File: config.mk
export PLATFORM = sky130hd
export DESIGN_NAME = etp_irq_sources
export DESIGN_NICKNAME = d
export VERILOG_FILES = /design/src/rtl/etp_pkg.sv /design/src/rtl/etp_irq_sources.sv
export VERILOG_INCLUDE_DIRS = /design/src /design/src/rtl
export SDC_FILE = /design/constraint.sdc
export NUM_CORES = 1
export LEC_CHECK = 0
export BUFFER_PORTS_ARGS = -buffer_cell sky130_fd_sc_hd__buf_2
export CAP_MARGIN = 20
export CORE_AREA = 4 4 254 256
export DETAILED_ROUTE_END_ITERATION = 6
export DIE_AREA = 0 0 258 260
export GPL_TIMING_DRIVEN = 0
export PLACE_DENSITY = 0.72
export SYNTH_ARGS = -nofsm -noshare
export SYNTH_HDL_FRONTEND = slang
export SYNTH_SLANG_ARGS = --single-unit
File: constraint.sdc
create_clock -name clk_in -period 3 [get_ports clk_in]
set_clock_uncertainty 0.1 [all_clocks]
set_input_delay 0.15 -clock clk_in [delete_from_list [all_inputs] [get_ports clk_in]]
set_output_delay 0.15 -clock clk_in [all_outputs]
set_load 0.02 [all_outputs]
File: src/rtl/etp_regs.svh
/*
  Register offsets, field positions and reset values for the external,
  timer and port-change interrupt source block.
  Assumes an 8-bit register port with one-cycle read latency.
*/
`ifndef ETP_REGS_SVH
`define ETP_REGS_SVH

// Register offsets (word index on the plain register port)
`define ETP_OFF_RCAUSE     4'h0
`define ETP_OFF_CTRL_A     4'h1
`define ETP_OFF_CTRL_B     4'h2
`define ETP_OFF_CTRL_C     4'h3
`define ETP_OFF_EXT_FLAG   4'h4
`define ETP_OFF_EXT_EN     4'h5
`define ETP_OFF_IRQ_STAT   4'h6
`define ETP_OFF_IRQ_CLR    4'h7
`define ETP_OFF_IRQ_EN     4'h8
`define ETP_OFF_TMR_LO     4'h9
`define ETP_OFF_TMR_HI     4'hA
`define ETP_OFF_TMR_CFG    4'hB

// Reset-cause register fields
`define ETP_RC_PRIO_EN     7
`define ETP_RC_UNUSED      6
`define ETP_RC_CFG_MISM    5
`define ETP_RC_SOFT_RST    4
`define ETP_RC_WDT_TO      3
`define ETP_RC_PWR_DOWN    2
`define ETP_RC_POR         1
`define ETP_RC_BOR         0
`define ETP_RC_RESET       8'h3C
`define ETP_RC_SW_MASK     8'hB3

// Control register A fields
`define ETP_A_GIE          7
`define ETP_A_TMR_EN       5
`define ETP_A_PCH_EN       3
`define ETP_A_TMR_FLAG     2
`define ETP_A_PCH_FLAG     0
// Control register B fields
`define ETP_B_EDGE_LSB     4
`define ETP_B_TMR_PRIO     2
`define ETP_B_EXT3_PRIO    1
`define ETP_B_PCH_PRIO     0
// Control register C fields
`define ETP_C_EXT2_PRIO    7
`define ETP_C_EXT1_PRIO    6

`define ETP_ZERO8          8'h00
`define ETP_B_RESET        8'hF7
`define ETP_C_RESET        8'hC0

`endif

File: src/rtl/etp_pkg.sv
/*
  Types for the interrupt source block.
  Assumes nothing beyond a SystemVerilog compiler.
*/
package etp_pkg;
  // Register port request
  typedef struct packed {
    logic [3:0] addr;
    logic [7:0] wdata;
    logic       wr;
    logic       rd;
  } etp_bus_t;

  // Wake and vector control towards the core
  typedef struct packed {
    logic irq_high;
    logic irq_low;
    logic wake;
    logic vector;
    logic resume;
  } etp_core_t;

  // Context to be saved on interrupt entry
  typedef struct packed {
    logic [20:0] ret_pc;
    logic [7:0]  acc;
    logic [7:0]  status;
    logic [3:0]  bank;
  } etp_ctx_t;

  typedef enum logic [1:0] {
    ETP_RUN,
    ETP_SLEEP,
    ETP_ENTRY
  } etp_state_t;
endpackage

File: src/rtl/etp_irq_sources.sv
/*
  External line, timer-zero overflow and port-change interrupt sources,
  priority steering, wake logic, context shadow and reset-cause register.
  Assumes pins already synchronous to clk_in and a core that acknowledges
  interrupt entry with a one-cycle pulse.
*/
// The address map and the strobed register port are this design's own decisions.
`timescale 1ns/1ps
`include "etp_regs.svh"

// Functional notes
// - Priority enable set gives separate high and low interrupt levels.
// - Priority enable clear gives one level, priorities ignored.
// - Per-source priority bits act only while priority enable is set.
// - Reset-cause register records cause of last reset or wake-up.
// - Bit 6 of reset-cause register always reads zero.
// - Edge select one means rising edge, zero means falling edge.
// - Selected edge sets line flag; enable clear blocks its core request and wake, not irq_out.
// - Enabled external line wakes core if enabled before sleeping.
// - After wake, vector if global enable set, otherwise resume.
// - Line 1,2 priority in control C bits 6,7; line 3 in B bit 1.
// - Line zero has no priority bit and is always high priority.
// - Eight-bit mode sets overflow flag on FF to 00 rollover.
// - Sixteen-bit mode sets flag only on FFFF to 0000 rollover.
// - Timer enable is A bit 5; timer priority is B bit 2.
// - Change on upper port nibble sets A bit 0; enable A3, prio B0.
// - Entry pushes return PC and shadows accumulator, status, bank.
module etp_irq_sources
  import etp_pkg::*;
#(
  parameter int EXT_LINES = 4
) (
  input  wire logic            clk_in,
  input  wire logic            reset_n_in,
  input  wire etp_bus_t        bus_in,
  output logic [7:0]           rdata_out,
  input  wire logic [EXT_LINES-1:0] ext_pins_in,
  input  wire logic [7:4]      port_pins_in,
  input  wire logic            tmr_tick_in,
  input  wire logic            sleep_req_in,
  input  wire logic            entry_ack_in,
  input  wire etp_ctx_t        ctx_in,
  input  wire logic [5:0]      cause_set_in,
  output etp_core_t            core_out,
  output etp_ctx_t             shadow_out,
  output logic [20:0]          stack_top_out,
  output logic [4:0]           stack_ptr_out,
  output logic                 irq_out
);

  logic [7:0] rcause_reg;
  logic [7:0] ctrl_a_reg;
  logic [7:0] ctrl_b_reg;
  logic [7:0] ctrl_c_reg;
  logic [EXT_LINES-1:0] ext_flag_reg;
  logic [EXT_LINES-1:0] ext_en_reg;
  logic [EXT_LINES-1:0] ext_prev_reg;
  logic [7:4] port_prev_reg;
  logic [15:0] tmr_reg;
  logic        tmr_16bit_reg;
  logic [2:0]  stat_reg;
  logic [2:0]  stat_en_reg;
  logic [EXT_LINES-1:0] wake_arm_reg;
  etp_state_t  state_reg;
  logic [20:0] stack_mem [0:31];
  logic [4:0]  sp_reg;
  etp_ctx_t    shadow_reg;

  logic [EXT_LINES-1:0] ext_edge;
  logic [EXT_LINES-1:0] ext_prio;
  logic        port_change;
  logic        tmr_wrap;
  logic        wr_a;
  logic        wr_ext_flag;
  logic        any_high;
  logic        any_low;
  logic        prio_en;
  logic [2:0]  stat_evt;

  assign wr_a        = bus_in.wr && bus_in.addr == `ETP_OFF_CTRL_A;
  assign wr_ext_flag = bus_in.wr && bus_in.addr == `ETP_OFF_EXT_FLAG;
  assign prio_en     = rcause_reg[`ETP_RC_PRIO_EN];

  ////////////////////////////////////////////////////////////////////////
  // External lines: edge detect, flags, priority map
  generate
    for (genvar i = 0; i < EXT_LINES; i++) begin : g_ext
      // Edge select bit per line lives in control B upper bits
      assign ext_edge[i] = ctrl_b_reg[`ETP_B_EDGE_LSB + i]
        ? (ext_pins_in[i] && !ext_prev_reg[i])
        : (!ext_pins_in[i] && ext_prev_reg[i]);
      // Hardware set beats a same-cycle software clear
      always_ff @(posedge clk_in) begin
        if (!reset_n_in) begin
          ext_flag_reg[i] <= 1'b0;
        end else if (ext_edge[i]) begin
          ext_flag_reg[i] <= 1'b1;
        end else if (wr_ext_flag) begin
          ext_flag_reg[i] <= bus_in.wdata[i];
        end
      end
    end
  endgenerate

  // Line zero is hard-wired high priority
  assign ext_prio[0] = 1'b1;
  assign ext_prio[1] = ctrl_c_reg[`ETP_C_EXT1_PRIO];
  assign ext_prio[2] = ctrl_c_reg[`ETP_C_EXT2_PRIO];
  assign ext_prio[3] = ctrl_b_reg[`ETP_B_EXT3_PRIO];

  // Previous samples track the pins through reset: no false edge after it
  always_ff @(posedge clk_in) begin
    ext_prev_reg  <= ext_pins_in;
    port_prev_reg <= port_pins_in;
  end

  ////////////////////////////////////////////////////////////////////////
  // Timer zero count, 8- or 16-bit rollover
  // Low byte wraps in both modes; only the pair wrap counts in 16-bit
  assign tmr_wrap = tmr_tick_in && (tmr_16bit_reg
    ? (tmr_reg == 16'hFFFF)
    : (tmr_reg[7:0] == 8'hFF));

  always_ff @(posedge clk_in) begin
    if (!reset_n_in) begin
      tmr_reg       <= 16'h0000;
      tmr_16bit_reg <= 1'b0;
    end else if (bus_in.wr && bus_in.addr == `ETP_OFF_TMR_LO) begin
      tmr_reg[7:0] <= bus_in.wdata;
    end else if (bus_in.wr && bus_in.addr == `ETP_OFF_TMR_HI) begin
      tmr_reg[15:8] <= bus_in.wdata;
    end else if (bus_in.wr && bus_in.addr == `ETP_OFF_TMR_CFG) begin
      tmr_16bit_reg <= bus_in.wdata[0];
    end else if (tmr_tick_in) begin
      tmr_reg <= tmr_16bit_reg ? tmr_reg + 16'h0001
                               : {8'h00, tmr_reg[7:0] + 8'h01};
    end
  end

  assign port_change = port_pins_in != port_prev_reg;

  ////////////////////////////////////////////////////////////////////////
  // Control A: enables and sticky source flags
  always_ff @(posedge clk_in) begin
    if (!reset_n_in) begin
      ctrl_a_reg <= `ETP_ZERO8;
    end else begin
      if (wr_a) begin
        ctrl_a_reg <= bus_in.wdata;
      end
      if (tmr_wrap) begin
        ctrl_a_reg[`ETP_A_TMR_FLAG] <= 1'b1;
      end
      if (port_change) begin
        ctrl_a_reg[`ETP_A_PCH_FLAG] <= 1'b1;
      end
    end
  end

  // Control B, C and line enables
  always_ff @(posedge clk_in) begin
    if (!reset_n_in) begin
      ctrl_b_reg <= `ETP_B_RESET;
      ctrl_c_reg <= `ETP_C_RESET;
      ext_en_reg <= '0;
    end else if (bus_in.wr) begin
      case (bus_in.addr)
        `ETP_OFF_CTRL_B: ctrl_b_reg <= bus_in.wdata;
        `ETP_OFF_CTRL_C: ctrl_c_reg <= bus_in.wdata;
        `ETP_OFF_EXT_EN: ext_en_reg <= bus_in.wdata[EXT_LINES-1:0];
        default: ;
      endcase
    end
  end

  ////////////////////////////////////////////////////////////////////////
  // Reset-cause register; hardware causes from cause_set_in
  always_ff @(posedge clk_in) begin
    if (!reset_n_in) begin
      rcause_reg <= `ETP_RC_RESET;
    end else begin
      if (bus_in.wr && bus_in.addr == `ETP_OFF_RCAUSE) begin
        // Watchdog and power-down bits are read-only
        // A cause arriving beside a software write is kept, not lost
        rcause_reg <= (bus_in.wdata & `ETP_RC_SW_MASK)
          | (rcause_reg & ~`ETP_RC_SW_MASK)
          | {2'b00, cause_set_in};
      end else if (|cause_set_in) begin
        rcause_reg[5:0] <= rcause_reg[5:0] | cause_set_in;
      end
      rcause_reg[`ETP_RC_UNUSED] <= 1'b0;
    end
  end

  ////////////////////////////////////////////////////////////////////////
  // Request steering to high and low level
  always_comb begin
    any_high = 1'b0;
    any_low  = 1'b0;
    for (int i = 0; i < EXT_LINES; i++) begin
      if (ext_flag_reg[i] && ext_en_reg[i]) begin
        // Priority ignored when levels are off
        if (!prio_en || ext_prio[i]) any_high = 1'b1;
        else any_low = 1'b1;
      end
    end
    if (ctrl_a_reg[`ETP_A_TMR_FLAG] && ctrl_a_reg[`ETP_A_TMR_EN]) begin
      if (!prio_en || ctrl_b_reg[`ETP_B_TMR_PRIO]) any_high = 1'b1;
      else any_low = 1'b1;
    end
    if (ctrl_a_reg[`ETP_A_PCH_FLAG] && ctrl_a_reg[`ETP_A_PCH_EN]) begin
      if (!prio_en || ctrl_b_reg[`ETP_B_PCH_PRIO]) any_high = 1'b1;
      else any_low = 1'b1;
    end
  end

  ////////////////////////////////////////////////////////////////////////
  // Sleep, wake and entry sequencing
  // Arm captured at sleep entry so enables set later cannot wake
  always_ff @(posedge clk_in) begin
    if (!reset_n_in) begin
      state_reg    <= ETP_RUN;
      wake_arm_reg <= '0;
    end else begin
      case (state_reg)
        ETP_RUN: begin
          if (sleep_req_in) begin
            state_reg    <= ETP_SLEEP;
            wake_arm_reg <= ext_en_reg;
          end else if (ctrl_a_reg[`ETP_A_GIE] && (any_high || any_low)) begin
            state_reg <= ETP_ENTRY;
          end
        end
        ETP_SLEEP: begin
          if (|(ext_flag_reg & wake_arm_reg)) begin
            state_reg <= ctrl_a_reg[`ETP_A_GIE] ? ETP_ENTRY : ETP_RUN;
          end
        end
        ETP_ENTRY: begin
          if (entry_ack_in) state_reg <= ETP_RUN;
        end
        default: state_reg <= ETP_RUN;
      endcase
    end
  end

  // Return address stack push and fast-return shadow
  always_ff @(posedge clk_in) begin
    if (!reset_n_in) begin
      sp_reg     <= 5'h00;
      shadow_reg <= '0;
    end else if (state_reg == ETP_ENTRY && entry_ack_in) begin
      stack_mem[sp_reg] <= ctx_in.ret_pc;
      sp_reg            <= sp_reg + 5'h01;
      shadow_reg        <= ctx_in;
    end
  end

  assign stack_top_out = (sp_reg == 5'h00) ? 21'h00_0000
                                           : stack_mem[sp_reg - 5'h01];
  assign stack_ptr_out = sp_reg;
  assign shadow_out    = shadow_reg;

  ////////////////////////////////////////////////////////////////////////
  // Status, clear and enable for the single interrupt output
  assign stat_evt = {port_change, tmr_wrap, |ext_edge};
  always_ff @(posedge clk_in) begin
    if (!reset_n_in) begin
      stat_reg    <= 3'h0;
      stat_en_reg <= 3'h0;
    end else begin
      // Set wins over a write-one clear in the same cycle
      stat_reg <= (stat_reg & ~((bus_in.wr && bus_in.addr == `ETP_OFF_IRQ_CLR)
                  ? bus_in.wdata[2:0] : 3'h0)) | stat_evt;
      if (bus_in.wr && bus_in.addr == `ETP_OFF_IRQ_EN) begin
        stat_en_reg <= bus_in.wdata[2:0];
      end
    end
  end
  assign irq_out = |(stat_reg & stat_en_reg);

  // Core signals
  always_comb begin
    core_out          = '0;
    core_out.irq_high = any_high;
    core_out.irq_low  = prio_en && any_low;
    core_out.wake     = state_reg == ETP_SLEEP && |(ext_flag_reg & wake_arm_reg);
    core_out.vector   = state_reg == ETP_ENTRY;
    core_out.resume   = core_out.wake && !ctrl_a_reg[`ETP_A_GIE];
  end

  ////////////////////////////////////////////////////////////////////////
  // Read port, data one cycle after the strobe
  always_ff @(posedge clk_in) begin
    if (!reset_n_in) begin
      rdata_out <= 8'h00;
    end else if (bus_in.rd) begin
      case (bus_in.addr)
        `ETP_OFF_RCAUSE:   rdata_out <= rcause_reg & 8'hBF;
        `ETP_OFF_CTRL_A:   rdata_out <= ctrl_a_reg;
        `ETP_OFF_CTRL_B:   rdata_out <= ctrl_b_reg;
        `ETP_OFF_CTRL_C:   rdata_out <= ctrl_c_reg;
        `ETP_OFF_EXT_FLAG: rdata_out <= {4'h0, ext_flag_reg};
        `ETP_OFF_EXT_EN:   rdata_out <= {4'h0, ext_en_reg};
        `ETP_OFF_IRQ_STAT: rdata_out <= {5'h00, stat_reg};
        `ETP_OFF_IRQ_EN:   rdata_out <= {5'h00, stat_en_reg};
        `ETP_OFF_TMR_LO:   rdata_out <= tmr_reg[7:0];
        `ETP_OFF_TMR_HI:   rdata_out <= tmr_reg[15:8];
        `ETP_OFF_TMR_CFG:  rdata_out <= {7'h00, tmr_16bit_reg};
        default:           rdata_out <= 8'h00;
      endcase
    end else begin
      rdata_out <= 8'h00;
    end
  end
endmodule

==> run metrics <==
peak supply drop 0.000485 V; initial antenna violation count 1; Die Footprint ~67000 sq um; Detailed Route WL 100000 um; yosys warns 0; multi-input combinational cell area 9670 sq um; final worst-path cycle share 1.20; Reg clk slew, reported paths 0.06 ns; CTS Buf Count 80; Hold WS 0.0167 ns; port bufs 149; largest net degree at the start of global routing 34; Cell variety after synth 68; synthesized area 32100 sq um; Hold Fails Final Rpt 0; Finished Layout Cells 3222; Post-Layout Inst Area 40300 sq um; I/O Pins 155; DRT iter0 DRCs about 2800; vias per std cell 6.39; min-delay src ctx_in[24]; Die Span X 258 um; RSZ-0062 raised after global routing yes; All-Layer GR Usage 0.296; grt ovf 0; Initial Utilization 0.514; dpl cell area 34300 sq um; Setup crit start kind flip-flop; ys flop type edfxtp_1; clk_lat worst skew 0.64 ns; max-cap violation count 0; DR pass1 iterations 6; final antenna-violating net count 0; Fmax 0.277 GHz; Slowest Stage Delay on Critical Path 0.41 ns; largest cells by area after synthesis edfxtp_1 (63%), mux4_2 (12%), dfxtp_1 (8.1%); Crit path max-delay family buffers and inverters; CTS Root Cell clkbuf_16; global-route wire length before repair ~140000 um; Worst R2R Path Depth 3; slew margin rel. 0.312; # DRC 0; async set or reset register ratio after synthesis 0; worst hold endpoint stack_mem[25][4]$_DFFE_PP_; layout cells sized above 1 0.341; top post-synthesis cells by count edfxtp_1 (672), nand2_1 (188), mux4_2 (170); Synth Net Count 1932; Synth top area share 0.628; GP Congestion 0.901; TNS Setup -11.84 ns; Area Overhead vs Synth 25.4%; Hold Path Class in -> reg; #FFs+latches synth 802; CP required 2.75 ns; Mapped Cells 1852; dpl cells 2856; status finished with violations; sequential share of the synthesized area 0.709; CP endpoint kind primary output; syn avg cell area ~17 sq um; measured slew at the worst slew-check pin 1.03 ns; clock sink count 802; failing checks setup timing; total number of vias 20600; post-route worst setup slack -0.609 ns; max reg flops 672; core footprint between 60000 and 70000 sq um; # rows 92; vias in the first global route roughly 21000; H-tree depth 3; Worst path slowest cell dfxtp_4; per-cell routed wire length just over 30 um; CP cell instances buf_12 -> buf_12 -> clkinvlp_4 -> ha_4 -> buf_12 -> buf_12 -> mux4_2 -> and2_4 -> a211oi_4 -> a21oi_1 -> a32o_2 -> buf_4; worst-path fanout max 6; Storage cell area 22800 sq um; CTS tree yes; Critical Path Most Common Cell buf_12; HPWL Detailed 55300 um; min Tclk post-route 3.61 ns; most frequent cell after synthesis edfxtp_1; Synth area leader edfxtp_1; Crit path buffers/inverters 6; number of enable flip-flop cells after synthesis approximately 670; fin nets 2389; Leak 13.4 nW; final core occ 0.644; Max Slew Vio Count 0; reg2reg start stack_ptr_out[4]$_SDFFE_PN0P_; crit path kind reg -> out; WP data arrival 3.36 ns; Die Y-Extent 260 um; # fillers roughly 4100; # setup viols final 21; Worst R2R End stack_mem[26][14]$_DFFE_PP_; Max clock buf depth 3; r2r setup slk 0.01 ns; PD cells 601 nW/um^2; hold depth 1
repair_timing:
action                                 4_1_cts  5_1_grt
cloned                                      30        0
resized for setup                          230       61
endpoints found under the hold margin      469        0
setup endpoints to repair                  694       97
pin swaps                                   86       21
buffers inserted                           115        4
hold buffers                                72        0
placed cells by master, fill, tap and decap left out, types with 11 or more instances in the layout:
cell type / instances
buf_4: 103
dfxtp_1: 128
buf_8: 12
nand2_1: 184
clkbuf_16: 91
and2_1: 24
o21ai_0: 18
clkbuf_8: 11
nor2_4: 46
a21boi_0: 65
mux2i_1: 69
nor3_1: 12
mux4_2: 170
a211oi_2: 12
a32o_2: 20
clkinv_2: 11
edfxtp_1: 672
buf_6: 33
clkbuf_1: 50
dlygate4sd3_1: 72
mux2i_2: 20
clkinv_1: 14
buf_2: 147
buf_12: 36
nor2_2: 11
nor2_1: 16
nand3_1: 29
mux2i_4: 11
nor2b_1: 28
a21oi_1: 48
a22oi_1: 13
per-stage QoR:
| step | setup WS (ns) | power [mW] |
|---|---|---|
| after floorplan | -0.0311 | 13.2 |
| after global placement | -1.43 | 13.8 |
| after detailed placement | -1.25 | 13.8 |
| after CTS | -0.672 | 24.0 |
| after global routing | -0.654 | 24.8 |
| final | -0.609 | 24.2 |
worst max-delay path by stage:
| stage | from | end | slack, ns | cells after the start |
|---|---|---|---|---|
| finish | stack_ptr_out[0]$_SDFFE_PN0P_ | stack_top_out[14] | -0.61 | 12 |
| global route | stack_ptr_out[0]$_SDFFE_PN0P_ | stack_top_out[10] | -0.65 | 12 |
| CTS | stack_ptr_out[0]$_SDFFE_PN0P_ | stack_top_out[18] | -0.67 | 15 |
| detailed placement | stack_ptr_out[0]$_SDFFE_PN0P_ | stack_top_out[16] | -1.25 | 13 |
| global placement | state_reg[1]$_SDFFE_PN0P_ | stack_mem[18][6]$_DFFE_PP_ | -1.43 | 6 |
| floorplan | state_reg[1]$_SDFFE_PN0P_ | stack_mem[29][0]$_DFFE_PP_ | -0.03 | 6 |
per-layer routing:
metal / vias to the layer above / global-route usage / wire length, um / part of all wire
met5: - / 0 / 0 / 0
met4: 0 / 0.145 / 5390 / 0.054
met3: 324 / 0.0651 / 10500 / 0.10
met2: 1580 / 0.485 / 49100 / 0.49
met1: 10400 / 0.379 / 35400 / 0.35
li1: 8287 / - / - / -
worst register-to-register path, cell delays in order, from the launching register on:
cell      delay, ns
dfxtp_1        0.56
clkbuf_1       0.48
nand3b_1       0.76
nor2_4         0.72
power by group:
group / leakage, nW / total (mW) / internal [mW] / switching, mW
Sequential: 7.10 / 12.2 / 12.1 / 0.0508
Clock: 1.30 / 10.2 / 5.88 / 4.29
Combinational: 5.00 / 1.87 / 0.790 / 1.08
cell type report:
| class | instances | share of cell area |
|---|---|---|
| Multi-Input combinational cell | 950 | 0.240 |
| Clock buffer | 112 | 0.0581 |
| Buffer | 110 | 0.0239 |
| Inverter | 11 | 0.00112 |
| Antenna cell | 1 | 0.0000621 |
| Sequential cell | 802 | 0.566 |
| Clock inverter | 36 | 0.00780 |
| Timing Repair Buffer | 354 | 0.0767 |
| Tap cell | 846 | 0.0263 |
logic make-up after synthesis:
group / Yosys count / synth area share
flops: 802 / 0.709
xor+xnor: 12 / 0.00351
simple gates: 399 / 0.0591
mux: 276 / 0.152
buf+inv: 123 / 0.0208
fa+ha+maj: 6 / 0.00234
compound gates: 234 / 0.0527
No activity file was read; power rests on OpenSTA's default activity.
